## src/odsw_defs.svh

```systemverilog
// Constants for the opcode decoder and power-down / wake-up controller
// Function
// - Power-down clears watchdog and power-down flag, sets timeout flag, stops oscillator
// - Pins hold their pre-power-down drive state
// - Wake on reset pin, watchdog, enabled interrupt
// - Watchdog wake clears the timeout flag
// - Power-down flag set at power-up, cleared by power-down
// - Listed peripheral interrupts are valid wake sources
// - Clock-dependent peripherals cannot wake the core
// - Power-down prefetches the next program address
// - Wake needs source enable, ignores global enable
// - Run prefetched word, then vector if globally enabled
// - Pending enabled interrupt makes power-down a no-op
// - Late interrupt: power-down completes, then wakes at once
// - Byte ops: add, and, subtract, or, xor codes
// - Byte ops: move, complement, dec, inc, rotates, swap
// - Skip-if-zero ops take two cycles when skipping
// - Bit ops: clear, set, two test-and-skip forms
// - Call and jump carry 11-bit target, two cycles
// - Literal ops under prefix 11 with 8-bit literal
// - Fixed codes: power-down, watchdog clear, two returns
// - Each op updates its documented status flags
`ifndef ODSW_DEFS_SVH
`define ODSW_DEFS_SVH

`define ODSW_IW             14
`define ODSW_PCW            13
`define ODSW_TGTW           11
`define ODSW_IO_W           8
`define ODSW_IRQ_N          16
`define ODSW_WDT_W          24

`define ODSW_PC_RESET       13'h0000
`define ODSW_PC_VECTOR      13'h0004
`define ODSW_WDT_CYCLES_DEF 24'h040000

// Bits 0..10: ext pin, port change, slave port, async timer one,
// capture, special event, start/stop, serial slave, sync usart,
// rc-clocked converter, low voltage. Bits 11..15 need core clocks.
`define ODSW_WAKE_MASK      16'h07FF

`define ODSW_PFX_BYTE       2'h0
`define ODSW_PFX_BIT        2'h1
`define ODSW_PFX_CTRL       2'h2
`define ODSW_PFX_LIT        2'h3

`define ODSW_B_MISC         4'h0
`define ODSW_B_CLR          4'h1
`define ODSW_B_SUB          4'h2
`define ODSW_B_DEC          4'h3
`define ODSW_B_OR           4'h4
`define ODSW_B_AND          4'h5
`define ODSW_B_XOR          4'h6
`define ODSW_B_ADD          4'h7
`define ODSW_B_MOVE         4'h8
`define ODSW_B_COMP         4'h9
`define ODSW_B_INC          4'hA
`define ODSW_B_DECSKZ       4'hB
`define ODSW_B_RR           4'hC
`define ODSW_B_RL           4'hD
`define ODSW_B_SWAP         4'hE
`define ODSW_B_INCSKZ       4'hF

`define ODSW_BIT_CLR        2'h0
`define ODSW_BIT_SET        2'h1
`define ODSW_BIT_TSTC       2'h2
`define ODSW_BIT_TSTS       2'h3

`define ODSW_L_LOAD         2'h0
`define ODSW_L_RET          2'h1
`define ODSW_L_OR           4'h8
`define ODSW_L_AND          4'h9
`define ODSW_L_XOR          4'hA
`define ODSW_L_SUB          3'h6
`define ODSW_L_ADD          3'h7

`define ODSW_CODE_SLEEP     14'h0063
`define ODSW_CODE_WDTCLR    14'h0064
`define ODSW_CODE_IRQRET    14'h0009
`define ODSW_CODE_RET       14'h0008
`define ODSW_NOP_LOW        5'h00

`endif

```

## src/odsw_pkg.sv

```systemverilog
// Types shared by the decoder and the sequencer
`include "odsw_defs.svh"
package odsw_pkg;

    typedef enum logic [5:0] {
        OP_NOP, OP_STORE_ACC, OP_CLR_ACC, OP_CLR_FILE,
        OP_SUB, OP_DEC, OP_OR, OP_AND, OP_XOR, OP_ADD,
        OP_MOVE, OP_COMP, OP_INC, OP_DEC_SKZ, OP_RR, OP_RL,
        OP_SWAP, OP_INC_SKZ,
        OP_BIT_CLR, OP_BIT_SET, OP_TEST_CLR, OP_TEST_SET,
        OP_CALL, OP_JUMP,
        OP_LIT_LOAD, OP_LIT_RET, OP_LIT_OR, OP_LIT_AND,
        OP_LIT_XOR, OP_LIT_SUB, OP_LIT_ADD,
        OP_POWERDOWN, OP_WDT_CLEAR, OP_IRQ_RET, OP_RET,
        OP_ILLEGAL
    } odsw_op_t;

    typedef enum {ST_RUN, ST_SLEEP} odsw_state_t;

    typedef struct packed {
        odsw_op_t               op;
        logic                   dest;
        logic [6:0]             faddr;
        logic [2:0]             bitn;
        logic [7:0]             lit;
        logic [`ODSW_TGTW-1:0]  target;
        logic                   two_cycle;
        logic                   may_skip;
        logic                   upd_c;
        logic                   upd_hc;
        logic                   upd_z;
        logic                   upd_tp;
    } odsw_dec_t;

    typedef struct packed {
        logic                   valid;
        logic                   nop_slot;
    } odsw_exec_t;

    typedef struct packed {
        logic [`ODSW_IO_W-1:0]  out;
        logic [`ODSW_IO_W-1:0]  oe;
    } odsw_io_t;

endpackage : odsw_pkg

```

## src/odsw_decoder.sv

```systemverilog
// Combinational decode of one 14-bit instruction word
`timescale 1ns/1ps
`include "odsw_defs.svh"
module odsw_decoder
    import odsw_pkg::*;
(
    input  wire logic [`ODSW_IW-1:0] instr_i,
    output odsw_dec_t                dec_o
);
    // Field split shared by all instruction groups
    wire logic [1:0] pfx = instr_i[13:12];
    wire logic [3:0] op4 = instr_i[11:8];
    wire logic       d   = instr_i[7];
    odsw_op_t        op;

    // Operation select; undefined words fall to the illegal code
    always_comb begin
        op = OP_ILLEGAL;
        unique case (pfx)
            `ODSW_PFX_BYTE: begin
                unique case (op4)
                    `ODSW_B_MISC: begin
                        if (instr_i == `ODSW_CODE_SLEEP)
                            op = OP_POWERDOWN;
                        else if (instr_i == `ODSW_CODE_WDTCLR)
                            op = OP_WDT_CLEAR;
                        else if (instr_i == `ODSW_CODE_IRQRET)
                            op = OP_IRQ_RET;
                        else if (instr_i == `ODSW_CODE_RET)
                            op = OP_RET;
                        else if (d)
                            op = OP_STORE_ACC;
                        else if (instr_i[4:0] == `ODSW_NOP_LOW)
                            op = OP_NOP;
                    end
                    `ODSW_B_CLR:    op = d ? OP_CLR_FILE : OP_CLR_ACC;
                    `ODSW_B_SUB:    op = OP_SUB;
                    `ODSW_B_DEC:    op = OP_DEC;
                    `ODSW_B_OR:     op = OP_OR;
                    `ODSW_B_AND:    op = OP_AND;
                    `ODSW_B_XOR:    op = OP_XOR;
                    `ODSW_B_ADD:    op = OP_ADD;
                    `ODSW_B_MOVE:   op = OP_MOVE;
                    `ODSW_B_COMP:   op = OP_COMP;
                    `ODSW_B_INC:    op = OP_INC;
                    `ODSW_B_DECSKZ: op = OP_DEC_SKZ;
                    `ODSW_B_RR:     op = OP_RR;
                    `ODSW_B_RL:     op = OP_RL;
                    `ODSW_B_SWAP:   op = OP_SWAP;
                    `ODSW_B_INCSKZ: op = OP_INC_SKZ;
                endcase
            end
            `ODSW_PFX_BIT: begin
                unique case (op4[3:2])
                    `ODSW_BIT_CLR:  op = OP_BIT_CLR;
                    `ODSW_BIT_SET:  op = OP_BIT_SET;
                    `ODSW_BIT_TSTC: op = OP_TEST_CLR;
                    `ODSW_BIT_TSTS: op = OP_TEST_SET;
                endcase
            end
            `ODSW_PFX_CTRL: op = op4[3] ? OP_JUMP : OP_CALL;
            `ODSW_PFX_LIT: begin
                if (op4[3:2] == `ODSW_L_LOAD)
                    op = OP_LIT_LOAD;
                else if (op4[3:2] == `ODSW_L_RET)
                    op = OP_LIT_RET;
                else if (op4 == `ODSW_L_OR)
                    op = OP_LIT_OR;
                else if (op4 == `ODSW_L_AND)
                    op = OP_LIT_AND;
                else if (op4 == `ODSW_L_XOR)
                    op = OP_LIT_XOR;
                else if (op4[3:1] == `ODSW_L_SUB)
                    op = OP_LIT_SUB;
                else if (op4[3:1] == `ODSW_L_ADD)
                    op = OP_LIT_ADD;
            end
        endcase
    end

    // Cycle count and status-flag classes
    wire logic arith = op inside {OP_ADD, OP_SUB, OP_LIT_ADD, OP_LIT_SUB};
    wire logic zonly = op inside {OP_OR, OP_AND, OP_XOR, OP_MOVE,
        OP_CLR_ACC, OP_CLR_FILE, OP_INC, OP_DEC, OP_COMP,
        OP_LIT_OR, OP_LIT_AND, OP_LIT_XOR};

    assign dec_o.op        = op;
    assign dec_o.dest      = d;
    assign dec_o.faddr     = instr_i[6:0];
    assign dec_o.bitn      = instr_i[9:7];
    assign dec_o.lit       = instr_i[7:0];
    assign dec_o.target    = instr_i[10:0];
    assign dec_o.two_cycle = op inside {OP_CALL, OP_JUMP, OP_LIT_RET,
        OP_RET, OP_IRQ_RET};
    assign dec_o.may_skip  = op inside {OP_DEC_SKZ, OP_INC_SKZ,
        OP_TEST_CLR, OP_TEST_SET};
    assign dec_o.upd_c     = arith | (op inside {OP_RL, OP_RR});
    assign dec_o.upd_hc    = arith;
    assign dec_o.upd_z     = arith | zonly;
    assign dec_o.upd_tp    = op inside {OP_POWERDOWN, OP_WDT_CLEAR};

endmodule : odsw_decoder

```

## src/odsw_core.sv

```systemverilog
// Instruction sequencer with power-down, watchdog and wake-up control
`timescale 1ns/1ps
`include "odsw_defs.svh"
module odsw_core
    import odsw_pkg::*;
#(
    parameter logic [`ODSW_WDT_W-1:0] WDT_CYCLES = `ODSW_WDT_CYCLES_DEF
)(
    input  wire logic                   clk_i,
    input  wire logic                   resetn_i,
    input  wire logic                   ext_reset_pin_n_i,
    input  wire logic [`ODSW_IW-1:0]    instr_i,
    input  wire logic [`ODSW_PCW-1:0]   ret_addr_i,
    input  wire logic                   skip_cond_i,
    input  wire logic                   wdt_enable_i,
    input  wire logic                   global_irq_enable_i,
    input  wire logic [`ODSW_IRQ_N-1:0] irq_flags_i,
    input  wire logic [`ODSW_IRQ_N-1:0] irq_enables_i,
    input  wire odsw_io_t               io_i,
    output logic [`ODSW_PCW-1:0]        fetch_addr_o,
    output odsw_dec_t                   dec_o,
    output odsw_exec_t                  exec_o,
    output logic                        vector_o,
    output logic [`ODSW_PCW-1:0]        vec_ret_o,
    output logic                        core_clk_en_o,
    output logic                        osc_drive_en_o,
    output logic                        core_reset_o,
    output logic                        wdt_reset_o,
    output logic                        powerdown_flag_o,
    output logic                        timeout_flag_o,
    output logic [`ODSW_WDT_W-1:0]      watchdog_counter_o,
    output odsw_io_t                    io_o
);
    odsw_state_t                state;
    odsw_state_t                next_state;
    odsw_dec_t                  dec;
    logic [1:0]                 rst_pin_sync;
    logic                       flush;
    logic                       vec_pend;
    logic [`ODSW_PCW-1:0]       pc;
    logic [`ODSW_PCW-1:0]       next_pc;
    logic [`ODSW_PCW-1:0]       exec_pc;
    logic [`ODSW_WDT_W-1:0]     wdt;
    logic [`ODSW_WDT_W-1:0]     next_wdt;

    odsw_decoder u_dec (
        .instr_i (instr_i),
        .dec_o   (dec)
    );

    // Reset pin is asynchronous to the core; two stages before use
    always_ff @(posedge clk_i or negedge resetn_i) begin
        if (!resetn_i)
            rst_pin_sync <= 2'h0;
        else
            rst_pin_sync <= {rst_pin_sync[0], ext_reset_pin_n_i};
    end

    // Slot qualification and event decode
    wire logic ext_rst  = ~rst_pin_sync[1];
    wire logic run      = (state == ST_RUN) && !ext_rst;
    wire logic sleeping = (state == ST_SLEEP) && !ext_rst;
    wire logic skip_hit = exec_o.valid && !exec_o.nop_slot
                          && dec_o.may_skip && skip_cond_i;
    wire logic null_slot = flush | skip_hit;
    wire logic [`ODSW_WDT_W-1:0] wdt_inc =
        wdt + {{(`ODSW_WDT_W-1){1'b0}}, 1'b1};
    wire logic wdt_hit  = wdt_enable_i && (wdt_inc == WDT_CYCLES);
    // A wrap while running restarts the core, so the word is dropped
    wire logic take     = run && !null_slot && !wdt_hit;
    wire logic is_sleep = take && (dec.op == OP_POWERDOWN);
    wire logic pend_any = |(irq_flags_i & irq_enables_i);
    // Flags raised in the take cycle count as already pending
    wire logic sleep_go  = is_sleep && !pend_any;
    wire logic sleep_nop = is_sleep && pend_any;
    wire logic wdt_clr_ins = take && (dec.op == OP_WDT_CLEAR);
    // Only sources that run without core clocks may wake
    wire logic wake_irq = |(irq_flags_i & irq_enables_i
                          & `ODSW_WAKE_MASK);
    wire logic wake     = sleeping && (wake_irq || wdt_hit);
    wire logic wdt_rst  = run && wdt_hit;

    // Next program address of the instruction being taken
    always_comb begin
        unique case (dec.op)
            OP_CALL, OP_JUMP:
                exec_pc = {pc[`ODSW_PCW-1:`ODSW_TGTW], dec.target};
            OP_RET, OP_IRQ_RET, OP_LIT_RET:
                exec_pc = ret_addr_i;
            default:
                exec_pc = pc + `ODSW_PCW'(1);
        endcase
    end

    // Program counter selection, by priority
    always_comb begin
        if (ext_rst || wdt_rst)
            next_pc = `ODSW_PC_RESET;
        else if (!run || flush)
            next_pc = pc; // Refetch after a flushed slot
        else if (skip_hit)
            next_pc = pc + `ODSW_PCW'(1);
        else if (vec_pend)
            next_pc = `ODSW_PC_VECTOR;
        else
            next_pc = exec_pc;
    end

    // Run / sleep sequencing
    always_comb begin
        next_state = state;
        if (ext_rst)
            next_state = ST_RUN;
        else if (sleep_go)
            next_state = ST_SLEEP;
        else if (wake)
            next_state = ST_RUN;
    end

    // Watchdog keeps counting through sleep; cleared by the two ops
    always_comb begin
        if (sleep_go || wdt_clr_ins || wdt_hit || !wdt_enable_i)
            next_wdt = '0;
        else
            next_wdt = wdt_inc;
    end

    always_ff @(posedge clk_i or negedge resetn_i) begin
        if (!resetn_i) begin
            state <= ST_RUN;
            pc    <= `ODSW_PC_RESET;
            wdt   <= '0;
        end else begin
            state <= next_state;
            pc    <= next_pc;
            wdt   <= next_wdt;
        end
    end

    // Two-cycle ops and vectoring flush the following fetch
    always_ff @(posedge clk_i or negedge resetn_i) begin
        if (!resetn_i)
            flush <= 1'b0;
        else if (ext_rst || wdt_rst)
            flush <= 1'b0;
        else if (run)
            flush <= take && (dec.two_cycle || vec_pend);
    end

    // Vector request armed by an interrupt wake with global enable
    always_ff @(posedge clk_i or negedge resetn_i) begin
        if (!resetn_i)
            vec_pend <= 1'b0;
        else if (ext_rst || wdt_rst)
            vec_pend <= 1'b0;
        else if (wake && wake_irq && global_irq_enable_i)
            vec_pend <= 1'b1;
        else if (take)
            vec_pend <= 1'b0;
    end

    // Vector pulse and the address to come back to
    always_ff @(posedge clk_i or negedge resetn_i) begin
        if (!resetn_i) begin
            vector_o  <= 1'b0;
            vec_ret_o <= `ODSW_PC_RESET;
        end else begin
            vector_o <= take && vec_pend && !wdt_rst;
            if (take && vec_pend)
                vec_ret_o <= exec_pc;
        end
    end

    // Executed slot; nulled and pending power-down slots run empty
    always_ff @(posedge clk_i or negedge resetn_i) begin
        if (!resetn_i) begin
            dec_o  <= '0;
            exec_o <= '0;
        end else begin
            exec_o.valid    <= run && !wdt_rst;
            exec_o.nop_slot <= null_slot || sleep_nop;
            if (take)
                dec_o <= dec;
        end
    end

    // Status flags; at most one event per cycle by construction
    always_ff @(posedge clk_i or negedge resetn_i) begin
        if (!resetn_i) begin
            powerdown_flag_o <= 1'b1;
            timeout_flag_o   <= 1'b1;
        end else if (sleep_go) begin
            powerdown_flag_o <= 1'b0;
            timeout_flag_o   <= 1'b1;
        end else if (wdt_clr_ins) begin
            powerdown_flag_o <= 1'b1;
            timeout_flag_o   <= 1'b1;
        end else if (sleeping && wdt_hit) begin
            timeout_flag_o   <= 1'b0;
        end else if (wdt_rst) begin
            powerdown_flag_o <= 1'b1;
            timeout_flag_o   <= 1'b0;
        end
    end

    // Pins frozen while asleep so the board sees no glitch
    always_ff @(posedge clk_i or negedge resetn_i) begin
        if (!resetn_i)
            io_o <= '0;
        else if (state == ST_RUN)
            io_o <= io_i;
    end

    always_ff @(posedge clk_i or negedge resetn_i) begin
        if (!resetn_i)
            wdt_reset_o <= 1'b0;
        else
            wdt_reset_o <= wdt_rst;
    end

    // Clock gating and visible state
    assign core_clk_en_o      = run;
    assign osc_drive_en_o     = (state != ST_SLEEP);
    assign core_reset_o       = ext_rst;
    assign fetch_addr_o       = pc;
    assign watchdog_counter_o = wdt;
endmodule : odsw_core

```

## config.mk

```make
export PLATFORM = sky130hd
export DESIGN_NAME = odsw_core
export DESIGN_NICKNAME = d
export VERILOG_FILES = /design/src/odsw_pkg.sv /design/src/odsw_decoder.sv /design/src/odsw_core.sv
export VERILOG_INCLUDE_DIRS = /design/src /design/src/src
export SDC_FILE = /design/constraint.sdc
export NUM_CORES = 1
export LEC_CHECK = 0
export BUFFER_PORTS_ARGS = -buffer_cell sky130_fd_sc_hd__buf_2
export CAP_MARGIN = 20
export CORE_ASPECT_RATIO = 2
export CORE_MARGIN = 3
export CORE_UTILIZATION = 25
export DETAILED_ROUTE_END_ITERATION = 10
export GPL_ROUTABILITY_DRIVEN = 0
export PLACE_DENSITY_LB_ADDON = 0.2
export REMOVE_ABC_BUFFERS = 1
export SYNTH_ARGS = -nofsm -noshare
export SYNTH_HDL_FRONTEND = slang
export SYNTH_SLANG_ARGS = --single-unit
```

## constraint.sdc

```tcl
create_clock -name clk_i -period 5.2 [get_ports clk_i]
set_input_delay 0.78 -clock clk_i [delete_from_list [all_inputs] [get_ports clk_i]]
set_output_delay 0.78 -clock clk_i [all_outputs]
set_load 0.005 [all_outputs]
```

==> results of run 1 <==
[final timing paths]
path                                        from                    end  slack [ns]  depth (start not counted)
max in group asynchronous               resetn_i                io_o[8]        3.64                          2
max                        watchdog_counter_o[0]  watchdog_counter_o[4]        1.28                          9
min reg2reg                      rst_pin_sync[0]        rst_pin_sync[1]        0.36                          0
min                              rst_pin_sync[0]        rst_pin_sync[1]        0.36                          0
max reg2reg                watchdog_counter_o[0]  watchdog_counter_o[4]        1.28                          9
min in group asynchronous               resetn_i              dec_o[15]        0.48                          1
[flip-flops by register name, summed over array words and instances (netlist names), 2 cells and up]
register / count
rst_pin_sync: 2
watchdog_counter_o: 24
vec_ret_o: 13
fetch_addr_o: 13
dec_o: 23
io_o: 16
exec_o: 2
[power by group through the flow]
stage | logic (mW) | clock network, mW | registers (mW)
floorplan | 0.129 | 0 | 0.889
global placement | 0.318 | 0 | 0.888
detailed placement | 0.318 | 0 | 0.890
CTS | 0.320 | 0.754 | 0.875
global route | 0.348 | 0.772 | 0.883
finish | 0.312 | 0.716 | 0.874
[stage by stage]
| stage | cells | setup WS (ns) | hold slack (ns) | power, mW | instance area (um2) |
|---|---|---|---|---|---|
| 2_1_floorplan | 553 | 1.280 | 0.3312 | 1.019 | 5547 |
| 3_3_place_gp | 1037 | 1.219 | 0.3416 | 1.206 | 6945 |
| 3_5_place_dp | 1037 | 1.225 | 0.3425 | 1.208 | 6945 |
| 4_1_cts | 1053 | 1.201 | 0.3667 | 1.948 | 7258 |
| 5_1_grt | 1054 | 0.9233 | 0.3763 | 2.003 | 7261 |
| 6_report | 1054 | 1.277 | 0.3637 | 1.902 | 7261 |
[logic make-up (layout without fill, tap and decap cells)]
logic type                 after synthesis  after routing  share of synthesized area
muxes                                   47             47                    0.08827
other                                    0              1                          0
xor gates and xnor gates                31             31                    0.04627
AOI/OAI and AO/OA                      133            133                     0.1606
DFF                                    100            100                     0.4269
buffers and inverters                   79            242                    0.06887
adders and majority gates                4              4                   0.008103
and+or+nand+nor                        216            216                     0.2011
[area by class of cell]
cell class,count,share of cell area
Antenna cell,1,0.0003446
Clock inverter,5,0.008272
Tap cell,280,0.04825
Timing Repair Buffer,204,0.1434
Clock buffer,11,0.03481
Sequential cell,100,0.3450
Multi-Input combinational cell,431,0.4086
Inverter,22,0.01137
[critical path: stages, from the launching register on]
cell	delay, ns
sky130_fd_sc_hd__dfrtp_1	0.45
sky130_fd_sc_hd__ha_1	0.33
sky130_fd_sc_hd__nand3_2	0.18
sky130_fd_sc_hd__or4_4	0.59
sky130_fd_sc_hd__or4_1	0.54
sky130_fd_sc_hd__a21oi_1	0.15
sky130_fd_sc_hd__and4_1	0.58
sky130_fd_sc_hd__nor3_4	0.17
sky130_fd_sc_hd__a211o_1	0.61
sky130_fd_sc_hd__a21oi_1	0.23
[cells in the final DEF (no fill, tap or decap), types with 3 or more instances in the layout]
master | netlist | routed
sky130_fd_sc_hd__o211ai_1 | 3 | 3
sky130_fd_sc_hd__or3_1 | 6 | 6
sky130_fd_sc_hd__a22oi_1 | 11 | 11
sky130_fd_sc_hd__nand2_1 | 33 | 33
sky130_fd_sc_hd__buf_4 | 21 | 8
sky130_fd_sc_hd__a21oi_1 | 24 | 24
sky130_fd_sc_hd__nand4_1 | 16 | 16
sky130_fd_sc_hd__clkbuf_16 | 0 | 9
sky130_fd_sc_hd__nand2b_1 | 10 | 10
sky130_fd_sc_hd__o31ai_1 | 4 | 4
sky130_fd_sc_hd__xor2_1 | 15 | 15
sky130_fd_sc_hd__nor3_1 | 8 | 8
sky130_fd_sc_hd__o311ai_0 | 5 | 5
sky130_fd_sc_hd__nand3_1 | 23 | 23
sky130_fd_sc_hd__and3_1 | 10 | 10
sky130_fd_sc_hd__dfrtp_1 | 98 | 98
sky130_fd_sc_hd__a221oi_1 | 3 | 3
sky130_fd_sc_hd__ha_1 | 3 | 3
sky130_fd_sc_hd__a31oi_1 | 5 | 5
sky130_fd_sc_hd__or2_2 | 6 | 6
sky130_fd_sc_hd__nor2b_1 | 7 | 7
sky130_fd_sc_hd__buf_2 | 9 | 196
sky130_fd_sc_hd__a21boi_0 | 4 | 4
sky130_fd_sc_hd__nor4_1 | 13 | 13
sky130_fd_sc_hd__a21o_1 | 3 | 3
sky130_fd_sc_hd__xnor2_1 | 16 | 16
sky130_fd_sc_hd__a221o_1 | 7 | 7
sky130_fd_sc_hd__mux2_2 | 36 | 36
sky130_fd_sc_hd__inv_1 | 22 | 22
sky130_fd_sc_hd__nor2_1 | 50 | 50
sky130_fd_sc_hd__and4_1 | 10 | 10
sky130_fd_sc_hd__o31a_1 | 3 | 3
sky130_fd_sc_hd__and2_1 | 8 | 8
sky130_fd_sc_hd__a22o_1 | 7 | 7
sky130_fd_sc_hd__mux2i_1 | 9 | 9
sky130_fd_sc_hd__o21ai_0 | 28 | 28
[routing by layer]
metal	vias up	part of all wire	track usage
li1	2548	-	-
met2	130	0.56	0.2936
met5	-	0	0
met4	0	0.035	0.06981
met1	2586	0.36	0.1652
met3	27	0.046	0.03652
==> impl_summary.md, run 1 <==
Floorplan
The die width is 114.3 um. The total number of placement rows is 78. The initial utilization of the core area, before any placement, comes to 0.2559. The vertical die dimension is roughly 220 um.

198 I/O pins were placed. The area of the core is 22930 um2. The area of the die is 25460 um2.

Detailed routing
For this run, design rule violations remaining after detail routing come to 0. In this run, the number of DRC markers left after iteration 0 of detailed routing was between 200 and 250. The routed length per instance is 19.03 um. The number of vias in the routed layout is around 5300.

The post-detailed-route via-to-cell ratio is 5.020. The final layout contains routed wiring with a total length of 20060 um. The length of the first detailed-routing pass in iterations is 5.

In this run the remaining antenna-violating nets after routing total 0.

Critical path
Data on the critical path is required at its endpoint by 5.48 ns. The critical path is of the reg2reg type. STA classifies the critical path startpoint as a flop. Of all nets on the critical path, the largest fanout is 24.

The capturing element type of the critical path is a flop. The worst endpoint data arrival time is 4.20 ns.

STA
Setup violations remaining at the end of the flow were counted as 0. In this run the tightest slew margin relative to its limit is 0.3552. The slew at the pin closest to its max-slew limit is 0.9671 ns. The number of hold-slack violations in the final timing report is 0.

The clock period minus final worst setup slack is 3.923 ns. The final count of pins violating max slew is 0. The final-layout setup total negative slack is 0 ns.

Setup repair after global routing left no endpoint under its margin. Derived from the worst setup path, the maximum achievable clock frequency is 0.2549 GHz. The worst-case clock skew is 0.008520 ns. Dividing the final minimum period by the clock period gives 0.7543.

Power and ir drop
The static leakage is 3.394 nW. The power density over the cells is 262.0 nW/um2. The share of total power dissipated in sequential elements is 0.460.

The maximum ir drop on the vdd rail is 0.1333 mV. The internal power is 1.372 mW. The switching share of power is 0.2786. The net switching power is between 500 and 600 uW. The share of total power dissipated in the clock network is 0.376.

Of the total power, combinational logic draws 0.164.

Clock network
The clock latency reported for the late side of the worst-skew pair is 0.36 ns. After clock tree synthesis, the repair step resized 0 gates. In this run the deepest clock path goes through 2 buffers. TritonCTS built the clock tree. The H-tree generated during clock tree synthesis spans 3 levels. The post-CTS setup buffer count is 0. The post-cts hold buffer count is 0. The clock transition at the registers of the reported paths is 0.07 ns. The cell at the root of the clock tree is sky130_fd_sc_hd__clkbuf_16. The clock sink count is 100. Buffers inserted during clock tree synthesis total 9.

Logic synthesis
Counting flops with an async set or reset pin after synthesis yields a share of 1.000. The number of warning messages in the yosys log is 0. Of the synthesized area, sequential elements account for 0.4269.

The gate count after technology mapping is 610. The cell with the most instances after synthesis is sky130_fd_sc_hd__dfrtp_1. After synthesis, the netlist uses 74 different library cells.

In this run the mean area of a mapped cell was 9.620 um2. After synthesis the cells add up to just under 6000 um2. The most used flip-flop cell after synthesis is sky130_fd_sc_hd__dfrtp_1. The share of synthesized area in the top cell type comes to 0.4179. The number of register bits inferred by synthesis is 100.

Counting instances in the post-synthesis netlist gives the leading cell types as 98 x sky130_fd_sc_hd__dfrtp_1, 50 x sky130_fd_sc_hd__nor2_1, 36 x sky130_fd_sc_hd__mux2_2. In this run, synthesis inferred 0 flip-flops with an integrated enable. Yosys attributes the largest share of cell area to sky130_fd_sc_hd__dfrtp_1 42%, sky130_fd_sc_hd__mux2_2 6.9%, sky130_fd_sc_hd__nor2_1 3.2%, sky130_fd_sc_hd__buf_4 2.7%, sky130_fd_sc_hd__o21ai_0 2.4%. The largest area contributor in the netlist is sky130_fd_sc_hd__dfrtp_1.

GRT
The number of antenna violations at the first check in global routing was 1. The via count of the first global-routing pass is approximately 5400. The first global-routing pass estimated between 30000 and 40000 um of wire. Entering global routing, the biggest net connects between 50 and 60 pins. The overall global routing resource usage is 0.1583. The total global routing overflow is 0.

Final layout
The fraction of final layout cells sized beyond drive strength 1 is 0.3506. From synthesis to final layout, the design area changed by 23.73%. Fill cells in the final layout number 2471.

Summing all multi-input logic gate instances after layout gives slightly below 3000 um2. At the end of the flow, the number of nets in the layout was roughly 850. For this run, the share of the core covered by cells in the final layout is 0.3166. The sequential standard cell area is 2505 um2.

Placed design
The count of port buffers added during placement is 197. The detailed placer's ending HPWL is 15640 um.

Run
Across the run, the number of max-cap violations was 0.

Hold path
The path type of the worst min-delay path is reg2reg.

Status
The run finished with clean final reports.
(Power assumes the default switching activity.)
==> inputs of run 2 (changes only) <==
Clock period 5.2 ns to 3.2 ns, I/O delays scaled along.
==> run 2 against run 1 <==
  * Combinational power is 84% higher
  * Design area grew 8.3%
  * First-iteration DRC count is 27% lower
  * Die area unchanged
  * Fmax grew 27%
  * Cell count rose by 6.0%
  * Sequential power is 62% higher
  * Routed wire length up 3.9%
  * Power increased by 61%
  * Core utilization increased by 2.6 points
  * Via count is 4.7% higher
  * Largest cell class unchanged
  * Largest power group unchanged
==> impl_summary.md, run 2 (same netlist as run 1, synthesis figures left out) <==
STA
The number of hold-slack violations in the final timing report is 0 (unchanged). The worst-case clock skew came to 0.009473 ns (+0.0009530 ns). The total of endpoints with negative setup slack in the final report was 0 (unchanged). The final period utilization is 0.9642 (+0.2099). The slew at the pin closest to its max-slew limit is 0.6368 ns (-0.3303 ns). The clock period minus final worst setup slack is 3.086 ns (-0.8370 ns). The worst slew slack as a fraction of its limit came to 0.5755 (+0.2202). The final count of pins violating max slew was 0 (unchanged). The maximum clock rate was 0.3241 GHz (+27%).

Critical path
The critical path launch point is watchdog_counter_o[1]. The capturing element type of the critical path is a flop. The startpoint kind of the worst setup timing path is a flop. The highest net fanout along the worst path is 12 (-50%). The worst endpoint data arrival time is 3.38 ns (-0.82 ns).

The type of the worst setup path is reg2reg. The required time of the worst setup path is 3.49 ns (-1.99 ns). The worst register-to-register path begins at watchdog_counter_o[1].

Floorplan
The die width is 114.3 um (unchanged). The starting density of the core is 0.2559 (unchanged). The vertical die dimension is 222.7 um (unchanged). The total number of placement rows came to 78 (unchanged).

The top-level I/O count is 198 (unchanged). The area of the die is 25460 um2 (unchanged). The area of the core is 22930 um2 (unchanged).

Final layout
The number of nets in the finished design came to 915 (+7.4%). The final standard cell area without fillers came to 7861 um2 (+8.3%). The fraction of final layout cells sized beyond drive strength 1 is 0.4127 (+0.06210).

The library cells used most frequently in the layout, excluding fill and tap cells, are 196 x sky130_fd_sc_hd__buf_2, 98 x sky130_fd_sc_hd__dfrtp_1, 60 x sky130_fd_sc_hd__buf_4. Leaving out fill and tap cells, the most frequent cell in the layout is sky130_fd_sc_hd__buf_2. The flip-flop count of the largest register, all copies and words added is 24 (unchanged). The relative area change from synthesis to final layout is 33.97%.

Clock network
The TritonCTS buffer count came to 9 (unchanged). The maximum root-to-sink buffer count was 2 (unchanged). The count of H-tree levels built during CTS is 3 (unchanged). The post-cts hold buffer count is 0 (unchanged). The clock transition at the registers of the reported paths is 0.07 ns (about the same). The clock latency reported for the late side of the worst-skew pair was 0.37 ns (about the same). TritonCTS built the clock tree. The cell at the root of the clock tree is sky130_fd_sc_hd__clkbuf_16. The clock sink count is 100 (unchanged).

Detailed routing
The length of the first detailed-routing pass in iterations is 4 (-1). The post-detailed-route via-to-cell ratio is 4.962 (-1.2%). The number of design-rule violations left by the first detailed-router iteration came to 159 (-27%).

The routed length per instance is 18.65 um (-2.0%). The number of vias in the routed layout came to 5542 (+4.7%). The post-detailed-route DRC marker count was 0 (unchanged). The detailed-route wire length is 20840 um (+3.9%). The remaining antenna violation count is 0 (unchanged).

GRT
The maximum number of pins on one net before global-route repair is 56 (-5.1%). The overall global routing resource usage is 0.1608 (+0.002516). The total global routing overflow is 0 (unchanged). The number of antenna violations at the first check in global routing is 1 (unchanged). The via count of the first global-routing pass was 5735 (+6.1%). The global-route wire length before repair was 31430 um (+1.0%).

Power and ir drop
The power density over the cells is 390.4 nW/um2 (+49%). The static leakage came to 3.728 nW (+9.9%). The final total power is 3.069 mW (+61%). The maximum ir drop on the vdd rail is 0.2363 mV (+77%).

Placed design
The count of port buffers added during placement came to 197 (unchanged). The post-place instance area was 7448 um2 (+7.2%). The detailed placer's ending HPWL is 16200 um (+3.6%).

Hold path
The path type of the worst min-delay path is in2async.

Run
The reported max-cap violation count came to 0 (unchanged).

Status
The run finished with clean final reports.
==> run 2: path summary, 6_finish.rpt <==
check                           depth (start not counted)               endpoint  slack [ns]
worst min register to register                          0        rst_pin_sync[1]        0.36
worst min-delay path                                    1              dec_o[15]        0.13
worst max-delay path                                   13  watchdog_counter_o[5]        0.11
min in group clk_i                                      1        rst_pin_sync[0]        0.22
worst max register to register                         13  watchdog_counter_o[5]        0.11
max in group asynchronous                               2       powerdown_flag_o        2.31
==> run 2: report_power, final <==
group	leakage [nW]	total (mW)	switching, mW	internal (mW)
clock network	0.136	1.08	0.506	0.571
logic	2.34	0.573	0.291	0.282
registers	1.25	1.42	0.0738	1.34
==> run 2: layout make-up <==
type | instances | area (um2)
multi-input cells | 431 | 3009
fillers | 2404 | 15070
repair buffers | 267 | 1630
well taps | 280 | 350.3
flip-flops and latches | 100 | 2505
diodes | 1 | 2.502
clock inverters | 3 | 21.27
inverters | 22 | 82.58
clock buffers | 13 | 260.3
==> run 2: metal layers <==
metal	wire, um	share of wire	global-route usage	vias up
li1	-	-	-	2667
met1	7376	0.35	0.1608	2737
met3	793	0.038	0.03570	33
met5	0	0	0	-
met4	667	0.032	0.07135	0
met2	12000	0.58	0.3069	105
==> run 2: per-stage QoR <==
stage | std cells | hold slack [ns] | setup WS [ns] | util | TNS (ns)
final | 1117 | 0.1328 | 0.1144 | 0.3428 | 0
after global routing | 1117 | 0.1766 | -0.007484 | 0.3428 | -0.01290
after CTS | 1110 | 0.1535 | 0.05435 | 0.3370 | 0
after detailed placement | 1094 | 0.3402 | 0.05286 | 0.3248 | 0
after global placement | 1094 | 0.3422 | 0.1173 | 0.3248 | 0
after floorplan | 553 | 0.1844 | -0.5770 | - | -24.52
==> run 2: what timing repair did <==
| item | in CTS | in global routing |
|---|---|---|
| setup buffers | 0 | 4 |
| gates resized for setup | 0 | 17 |
| endpoints found under the setup margin | 0 | 39 |
==> run 2: worst max-delay path: stages, from the launching register on <==
cell and delay, ns:
sky130_fd_sc_hd__dfrtp_1 0.36, sky130_fd_sc_hd__ha_2 0.19, sky130_fd_sc_hd__nand3_2 0.06, sky130_fd_sc_hd__or4_4 0.55
sky130_fd_sc_hd__buf_6 0.14, sky130_fd_sc_hd__or3_1 0.31, sky130_fd_sc_hd__a22oi_1 0.17, sky130_fd_sc_hd__and4_1 0.26
sky130_fd_sc_hd__buf_12 0.13, sky130_fd_sc_hd__nor3_4 0.05, sky130_fd_sc_hd__buf_6 0.14, sky130_fd_sc_hd__a211o_4 0.36
sky130_fd_sc_hd__buf_12 0.17, sky130_fd_sc_hd__nor2_2 0.11
